## config.mk

```make
export PLATFORM = sky130hd
export DESIGN_NAME = pvic_top
export DESIGN_NICKNAME = d
export VERILOG_FILES = /design/src/rtl/pvic_pkg.sv /design/src/rtl/pvic_arb.sv /design/src/rtl/pvic_top.sv
export SDC_FILE = /design/constraint.sdc
export NUM_CORES = 1
export LEC_CHECK = 0
export ABC_AREA = 1
export BUFFER_PORTS_ARGS = -buffer_cell sky130_fd_sc_hd__buf_2
export CAP_MARGIN = 20
export CORE_UTILIZATION = 47
export DETAILED_ROUTE_END_ITERATION = 10
export GPL_TIMING_DRIVEN = 0
export PLACE_DENSITY_LB_ADDON = 0.3
export SYNTH_ARGS = -nofsm -noshare
export SYNTH_HDL_FRONTEND = slang
export SYNTH_HIERARCHICAL = 1
export SYNTH_SLANG_ARGS = --single-unit
```

## constraint.sdc

```tcl
create_clock -name core_clk -period 7.95 [get_ports core_clk]
set_input_delay 0.795 -clock core_clk [delete_from_list [all_inputs] [get_ports core_clk]]
set_output_delay 0.795 -clock core_clk [all_outputs]
set_load 0.02 [all_outputs]
```

## src/rtl/pvic_pkg.sv

```systemverilog
`default_nettype none
package pvic_pkg;
    localparam int          PVIC_NSRC      = 24;
    localparam int          PVIC_NVEC      = 10;
    localparam logic [1:0]  PVIC_LVL_NONE  = 2'h0;
    localparam logic [1:0]  PVIC_LVL_LOW   = 2'h1;
    localparam logic [1:0]  PVIC_LVL_HIGH  = 2'h2;
    localparam logic [1:0]  PVIC_LVL_TOP   = 2'h3;
    localparam logic [15:0] PVIC_VEC_BASE  = 16'h0003;
    localparam logic [15:0] PVIC_VEC_STEP  = 16'h0008;
    localparam logic [15:0] PVIC_VEC_LAST  = 16'h004b;
    localparam logic [3:0]  PVIC_TOP_VECS  = 4'h2;
    localparam logic [23:0] PVIC_FLAGS_RST = 24'h000000;
    localparam logic [2:0]  PVIC_SVC_RST   = 3'h0;
    // source positions in the flag list
    localparam int PVIC_SRC_EXT0   = 0;
    localparam int PVIC_SRC_EXT1   = 1;
    localparam int PVIC_SRC_EXT2   = 2;
    localparam int PVIC_SRC_T0LO   = 3;
    localparam int PVIC_SRC_EXT4   = 4;
    localparam int PVIC_SRC_REMOTE = 5;
    localparam int PVIC_SRC_EXT3   = 6;
    localparam int PVIC_SRC_EXT5   = 7;
    localparam int PVIC_SRC_BTA    = 8;
    localparam int PVIC_SRC_BTB    = 9;
    localparam int PVIC_SRC_T0HI   = 10;
    localparam int PVIC_SRC_T1LO   = 11;
    localparam int PVIC_SRC_T1HI   = 12;
    localparam int PVIC_SRC_SSA    = 13;
    localparam int PVIC_SRC_ARX    = 14;
    localparam int PVIC_SRC_SPB    = 15;
    localparam int PVIC_SRC_ATX    = 16;
    localparam int PVIC_SRC_ADC    = 17;
    localparam int PVIC_SRC_T6     = 18;
    localparam int PVIC_SRC_T7     = 19;
    localparam int PVIC_SRC_PORT0  = 20;
    localparam int PVIC_SRC_T4     = 21;
    localparam int PVIC_SRC_T5     = 22;
    localparam int PVIC_SRC_PWM    = 23;
    // sources feeding each vector, vector 9 first
    localparam logic [9:0][23:0] PVIC_VEC_SRC = {
        24'hf00000, 24'h0e0000, 24'h018000, 24'h006000, 24'h001800,
        24'h000400, 24'h0003c0, 24'h00003c, 24'h000002, 24'h000001};

    typedef enum logic [1:0] {
        PVIC_IDLE = 2'b01,
        PVIC_REQ  = 2'b10
    } pvic_st_t;

    function automatic logic [15:0] pvic_addr(input logic [3:0] idx);
        pvic_addr = 16'(PVIC_VEC_BASE + PVIC_VEC_STEP * {12'h000, idx});
    endfunction

    function automatic logic [1:0] pvic_lvl(input logic       upper,
                                            input logic [3:0] idx);
        if (!upper)
            pvic_lvl = PVIC_LVL_LOW;
        else if (idx < PVIC_TOP_VECS)
            pvic_lvl = PVIC_LVL_TOP;
        else
            pvic_lvl = PVIC_LVL_HIGH;
    endfunction

    function automatic logic [1:0] pvic_cur(input logic [2:0] svc);
        if (svc[2])
            pvic_cur = PVIC_LVL_TOP;
        else if (svc[1])
            pvic_cur = PVIC_LVL_HIGH;
        else if (svc[0])
            pvic_cur = PVIC_LVL_LOW;
        else
            pvic_cur = PVIC_LVL_NONE;
    endfunction
endpackage
`default_nettype wire

```

## src/rtl/pvic_arb.sv

```systemverilog
`timescale 1ns/1ps
`default_nettype none
module pvic_arb
    import pvic_pkg::*;
(
    input  wire logic [9:0] pend,
    input  wire logic [9:0] upper_sel,
    input  wire logic [1:0] cur_lvl,
    output logic            hit,
    output logic [3:0]      idx,
    output logic [1:0]      lvl
);
    logic [1:0] cand;
    // walk downward so that on equal level the smaller address wins last
    always_comb
    begin
        hit  = 1'b0;
        idx  = 4'h0;
        lvl  = PVIC_LVL_NONE;
        cand = PVIC_LVL_NONE;
        for (int v = PVIC_NVEC - 1; v >= 0; v--)
        begin
            cand = pvic_lvl(upper_sel[v], 4'(v));
            if (pend[v] && cand > cur_lvl && cand >= lvl)
            begin
                hit = 1'b1;
                idx = 4'(v);
                lvl = cand;
            end
        end
    end
endmodule
`default_nettype wire

```

## src/rtl/pvic_top.sv

```systemverilog
// Contract
// three levels low, high, highest; a higher level nests into a lower.
// in service, requests at or below the current level wait.
// among waiting vectors the highest level wins.
// on equal level the smallest vector address wins.
// twenty-four sources fold onto ten vector addresses.
// ext two, ext four, timer 0 low, remote share 00013H, high/low.
// ext three, ext five, both base-timer events share 0001BH, high/low.
// sync serial a and async receive share 00033H, high/low.
// serial b and async transmit share 0003BH, high/low.
// port 0, timers 4, 5 and both pulse-width channels share 0004BH.
// a readable flag list shows which sources caused the branch.
// ext zero on lowest vector, ext one next; each highest or low.
// timer 0 high, timer 1 pair, converter with timers 6, 7: high/low.
`timescale 1ns/1ps
`default_nettype none
module pvic_top
    import pvic_pkg::*;
(
    input  wire logic        core_clk,
    input  wire logic        resetn,
    input  wire logic        ext_irq_zero,
    input  wire logic        ext_irq_one,
    input  wire logic        ext_irq_two,
    input  wire logic        ext_irq_three,
    input  wire logic        ext_irq_four,
    input  wire logic        ext_irq_five,
    input  wire logic        timer_zero_low_event,
    input  wire logic        timer_zero_high_event,
    input  wire logic        timer_one_low_event,
    input  wire logic        timer_one_high_event,
    input  wire logic        remote_receiver_event,
    input  wire logic        base_timer_event_a,
    input  wire logic        base_timer_event_b,
    input  wire logic        sync_serial_port_a,
    input  wire logic        serial_port_b,
    input  wire logic        async_serial_port_rx,
    input  wire logic        async_serial_port_tx,
    input  wire logic        converter_event,
    input  wire logic        timer_four_event,
    input  wire logic        timer_five_event,
    input  wire logic        timer_six_event,
    input  wire logic        timer_seven_event,
    input  wire logic        port_zero_event,
    input  wire logic        pulse_width_channel_a,
    input  wire logic        pulse_width_channel_b,
    input  wire logic [9:0]  vec_upper_sel,
    input  wire logic [23:0] src_clear,
    input  wire logic        cpu_ack,
    input  wire logic        cpu_reti,
    output logic             irq_req,
    output logic [15:0]      irq_vec_addr,
    output logic [1:0]       irq_level,
    output logic [2:0]       in_service,
    output logic [23:0]      pending_flags,
    output logic [23:0]      source_flag_list
);
    typedef struct packed {
        pvic_st_t    st;
        logic        req;
        logic [3:0]  idx;
        logic [15:0] addr;
        logic [1:0]  lvl;
        logic [2:0]  svc;
        logic [23:0] flags;
        logic [23:0] list;
    } pvic_state_t;

    pvic_state_t s_r;
    pvic_state_t s_nxt;
    logic [23:0] ev;
    logic [9:0]  pend;
    logic [1:0]  cur_lvl;
    logic        win_hit;
    logic [3:0]  win_idx;
    logic [1:0]  win_lvl;

    // both pulse-width channels fold into one flag so the list stays 24 wide
    always_comb
    begin
        ev                  = 24'h000000;
        ev[PVIC_SRC_EXT0]   = ext_irq_zero;
        ev[PVIC_SRC_EXT1]   = ext_irq_one;
        ev[PVIC_SRC_EXT2]   = ext_irq_two;
        ev[PVIC_SRC_T0LO]   = timer_zero_low_event;
        ev[PVIC_SRC_EXT4]   = ext_irq_four;
        ev[PVIC_SRC_REMOTE] = remote_receiver_event;
        ev[PVIC_SRC_EXT3]   = ext_irq_three;
        ev[PVIC_SRC_EXT5]   = ext_irq_five;
        ev[PVIC_SRC_BTA]    = base_timer_event_a;
        ev[PVIC_SRC_BTB]    = base_timer_event_b;
        ev[PVIC_SRC_T0HI]   = timer_zero_high_event;
        ev[PVIC_SRC_T1LO]   = timer_one_low_event;
        ev[PVIC_SRC_T1HI]   = timer_one_high_event;
        ev[PVIC_SRC_SSA]    = sync_serial_port_a;
        ev[PVIC_SRC_ARX]    = async_serial_port_rx;
        ev[PVIC_SRC_SPB]    = serial_port_b;
        ev[PVIC_SRC_ATX]    = async_serial_port_tx;
        ev[PVIC_SRC_ADC]    = converter_event;
        ev[PVIC_SRC_T6]     = timer_six_event;
        ev[PVIC_SRC_T7]     = timer_seven_event;
        ev[PVIC_SRC_PORT0]  = port_zero_event;
        ev[PVIC_SRC_T4]     = timer_four_event;
        ev[PVIC_SRC_T5]     = timer_five_event;
        ev[PVIC_SRC_PWM]    = pulse_width_channel_a
                            | pulse_width_channel_b;
    end

    always_comb
    begin
        for (int v = 0; v < PVIC_NVEC; v++)
            pend[v] = |(s_r.flags & PVIC_VEC_SRC[v]);
    end

    assign cur_lvl = pvic_cur(s_r.svc);

    pvic_arb pvic_arb_i (
        .pend      (pend),
        .upper_sel (vec_upper_sel),
        .cur_lvl   (cur_lvl),
        .hit       (win_hit),
        .idx       (win_idx),
        .lvl       (win_lvl)
    );

    always_comb
    begin
        s_nxt = s_r;
        // set beats clear so an event in the clearing cycle survives
        s_nxt.flags = (s_r.flags & ~src_clear) | ev;
        // return retires only the innermost level in service
        if (cpu_reti)
        begin
            if (s_r.svc[2])
                s_nxt.svc[2] = 1'b0;
            else if (s_r.svc[1])
                s_nxt.svc[1] = 1'b0;
            else
                s_nxt.svc[0] = 1'b0;
        end
        unique case (s_r.st)
            PVIC_IDLE:
            begin
                if (win_hit && !cpu_reti)
                begin
                    s_nxt.st   = PVIC_REQ;
                    s_nxt.req  = 1'b1;
                    s_nxt.idx  = win_idx;
                    s_nxt.addr = pvic_addr(win_idx);
                    s_nxt.lvl  = win_lvl;
                end
            end
            PVIC_REQ:
            begin
                if (cpu_ack)
                begin
                    // cpu takes the vector it saw; flags stay for software
                    s_nxt.st   = PVIC_IDLE;
                    s_nxt.req  = 1'b0;
                    s_nxt.svc[s_r.lvl - 2'h1] = 1'b1;
                    s_nxt.list = s_r.flags & PVIC_VEC_SRC[s_r.idx];
                end
                else if (!win_hit)
                begin
                    // source cleared before the cpu answered: withdraw
                    s_nxt.st  = PVIC_IDLE;
                    s_nxt.req = 1'b0;
                end
                else
                begin
                    // a better request may overtake one not yet taken
                    s_nxt.idx  = win_idx;
                    s_nxt.addr = pvic_addr(win_idx);
                    s_nxt.lvl  = win_lvl;
                end
            end
        endcase
    end

    always_ff @(posedge core_clk or negedge resetn)
    begin
        if (!resetn)
        begin
            s_r.st    <= PVIC_IDLE;
            s_r.req   <= 1'b0;
            s_r.idx   <= 4'h0;
            s_r.addr  <= PVIC_VEC_BASE;
            s_r.lvl   <= PVIC_LVL_NONE;
            s_r.svc   <= PVIC_SVC_RST;
            s_r.flags <= PVIC_FLAGS_RST;
            s_r.list  <= PVIC_FLAGS_RST;
        end
        else
        begin
            s_r <= s_nxt;
        end
    end

    assign irq_req          = s_r.req;
    assign irq_vec_addr     = s_r.addr;
    assign irq_level        = s_r.lvl;
    assign in_service       = s_r.svc;
    assign pending_flags    = s_r.flags;
    assign source_flag_list = s_r.list;

    // independent scan: nothing pending below the winner at its own level
    logic tie_lower;
    always_comb
    begin
        tie_lower = 1'b0;
        for (int v = 0; v < PVIC_NVEC; v++)
        begin
            if (pend[v] && 4'(v) < win_idx
                && pvic_lvl(vec_upper_sel[v], 4'(v)) == win_lvl)
                tie_lower = 1'b1;
        end
    end
endmodule
`default_nettype wire

```

==> flow_metrics.env <==
export IMPL_dieArea_um2=9530
export IMPL_global_route_usage_met3_pct=4.10
export IMPL_cts_sinks=59
export IMPL_use_met2_pct=35.7
export IMPL_ant_nets=0
export IMPL_top_usage_layer="met2"
export IMPL_max_stage_delay_ns=0.30
export IMPL_dp_hpwl_mm=7.47
export IMPL_period_needed_ns=7.66
export IMPL_synth_largest_area_cell="dfrtp_1"
export IMPL_area_delta_synth_final_pct=31.6
export IMPL_p_seq_share_pct=14.9
export IMPL_wl_per_cell_um=12.4
export IMPL_ys_seq_area_share_pct=34.4
export IMPL_worst_slew_pin_slew_ns=0.558
export IMPL_io_buffer_count=120
export IMPL_ir_worst_vdd_v=0.000629
export IMPL_syn_avg_cell_area_um2=8.05
export IMPL_power_frac_comb_pct=76.3
export IMPL_p_per_area_nw_per_um2=493
export IMPL_via_per_inst=4.76
export IMPL_critPathMaxFanout=8
export IMPL_fin_crit_sh_pct=96.4
export IMPL_drc=28
export IMPL_final_hold_viol_count=0
export IMPL_synth_top_area_share_pct=33.8
export IMPL_switchingPower_uw=1380
export IMPL_fmax_mhz=130
export IMPL_use_met1_pct=24.3
export IMPL_nets=783
export IMPL_final_layout_size_suffix_gt1_share_pct=45.5
export IMPL_path_clk_slew_ns=0.06
export IMPL_p_sw_share_pct=49.6
export IMPL_die_w_um=97.6
export IMPL_cts_made_buffers=9
export IMPL_syn_inst=534
export IMPL_dr_pass1_iters=8
export IMPL_dp_slack_ns=-0.571
export IMPL_synthTopCellsByCount="nand2_1, inv_1, buf_4"
export IMPL_holdCritPathClass="in2async"
export IMPL_clk_latency_ns=0.33
export IMPL_cpMostUsedCell="nand2_2"
export IMPL_cts_tree="done"
export IMPL_relSlewSlack_pct=62.7
export IMPL_num_io_pins=133
export IMPL_synth_edff_count=0
export IMPL_synth_ff_type="dfrtp_1"
export IMPL_crit_type="in2reg"
export IMPL_max_clock_path_buffers=2
export IMPL_crit_arrival_ns=7.92
export IMPL_core_area_um2=8810
export IMPL_yosys_warnings=6
export IMPL_total_power_uw=2790
export IMPL_syn_area_um2=4300
export IMPL_crit_required_ns=8.21
export IMPL_grtUsageTotal_pct=20.4
export IMPL_grt_max_degree=40
export IMPL_place_gp_congestion=0.869
export IMPL_setup_violations=0
export IMPL_ys_ff_latch=59
export IMPL_die_y_um=97.6
export IMPL_skew_ns=0.00636
export IMPL_violations="design-rule violations"
export IMPL_grt_remaining_overflow=0
export IMPL_drt_wl_total_mm=9.96
export IMPL_setup_ws_ns=0.286
export IMPL_yosysMostFrequentCell="nand2_1"
export IMPL_grt_pass1_wl_mm=15.5
export IMPL_num_rows=34
export IMPL_ys_types=36
export IMPL_h_tree_depth=3
export IMPL_async_flop_share_pct=100
export IMPL_cts_root_buf="clkbuf_8"
export IMPL_status="complete, but fails checks"
export IMPL_ys_top_cells_by_area="dfrtp_1, buf_4, nand2_1"
export IMPL_n_antenna_cell=0
export IMPL_antenna_found_initial=0
export IMPL_nFillCells=755
export IMPL_r2r_setup_slack_ns=0.31
export IMPL_clkPwrFrac_pct=8.7
export IMPL_crit_path_start_kind="input port"
export IMPL_grt_pass1_vias=3531
export IMPL_p_int_uw=1400
export IMPL_maxCapViolCount=0
export IMPL_endpoint_kind="flop"
export IMPL_crit_path_top_delay_cell="or2_4"
export IMPL_start_util_pct=48.8
export IMPL_drtIter0Drc=175
export IMPL_leakagePower_uw=0.00326
export IMPL_dr_total_vias=3825
export IMPL_drv_slew=0
state kept, by name (all words and copies together), names as in the netlist:
| register | count |
|---|---|
| source_flag_list | 24 |
| in_service | 3 |
| pending_flags | 24 |
| irq_level | 2 |
| s_r | 2 |
| irq_vec_addr | 4 |
worst max-delay path: cells and delay by family:
family | cells | cell delay (ns)
fa+ha+maj | 8 | 1.93
buf+inv | 11 | 0.74
simple gates | 36 | 3.27
compound gates | 7 | 1.15
area by class of cell:
class,instances,area [µm²],area share (%)
Clock buffer,13,169,2.99
Clock inverter,2,10.0,0.177
Inverter,73,278,4.91
Sequential cell,59,1480,26.1
Timing Repair Buffer,136,737,13.0
Buffer,75,573,10.1
Multi-Input combinational cell,337,2270,40.2
Tap cell,108,135,2.39
metal layers:
metal	vias up	wire length [µm]
met2	102	5160
met1	1764	4070
met5	-	0
met3	16	543
met4	0	185
li1	1943	-
what timing repair did:
item                       4_1_cts  5_1_grt
hold buffers                     0        0
gates resized for setup          8       47
hold endpoints to repair         0        0
setup endpoints to repair        8        8
gates cloned                     0        0
setup buffers                    5       10
pin swaps                        2       37
power groups by stage:
| stage | sequential, µW | clock, µW | combinational (µW) |
|---|---|---|---|
| after floorplan | 410 | 0 | 1350 |
| after global placement | 418 | 0 | 1600 |
| after global routing | 423 | 266 | 2380 |
| after CTS | 414 | 250 | 1750 |
| after detailed placement | 421 | 0 | 1660 |
| final | 416 | 243 | 2130 |
cell families after synthesis:
group,share of synthesized area [%]
AOI/OAI and AO/OA,9.99
adders and majority gates,8.44
buffers and inverters,19.7
DFF,34.4
other,0.175
and+or+nand+nor,27.3
layout by cell type (no fill, tap or decap), types with 3 or more instances in the layout:
cell type and instances:
a21oi_1 6, nand2_2 20, inv_1 64, inv_2 8
buf_6 5, nand2_4 12, dfrtp_1 58, buf_2 122
o21ai_0 3, ha_1 21, o21ai_2 7, ha_4 8
o21ai_1 8, nand3_4 5, nand3_1 43, nand3_2 11
o21bai_1 24, nor2_2 4, nor2_1 20, clkbuf_8 12
nand2_1 105, nor2_4 3, buf_4 83, nand4_1 5
conb_1 12
path summary, 6_finish.rpt:
path / depth (start not counted) / to / start
min in group core_clk: 2 / source_flag_list[15] / source_flag_list[15]
max in group asynchronous: 2 / source_flag_list[0] / resetn
min: 1 / pending_flags[19] / resetn
max reg2reg: 64 / irq_level[1] / in_service[1]
max: 62 / irq_level[1] / vec_upper_sel[9]
min reg2reg: 2 / source_flag_list[15] / source_flag_list[15]
through the flow:
stage / utilization (%) / hold slack (ns) / area, µm² / instances / TNS (ns)
after global placement: 57.6 / 0.466 / 5070 / 772 / -2.61
after detailed placement: 57.8 / 0.468 / 5090 / 773 / -4.37
final: 64.2 / 0.428 / 5650 / 803 / 0
after floorplan: - / 0.450 / 4340 / 544 / 0
after global routing: 64.2 / 0.440 / 5650 / 803 / -1.20
after CTS: 60.7 / 0.426 / 5340 / 793 / 0
No activity file was read; power rests on OpenSTA's default activity.
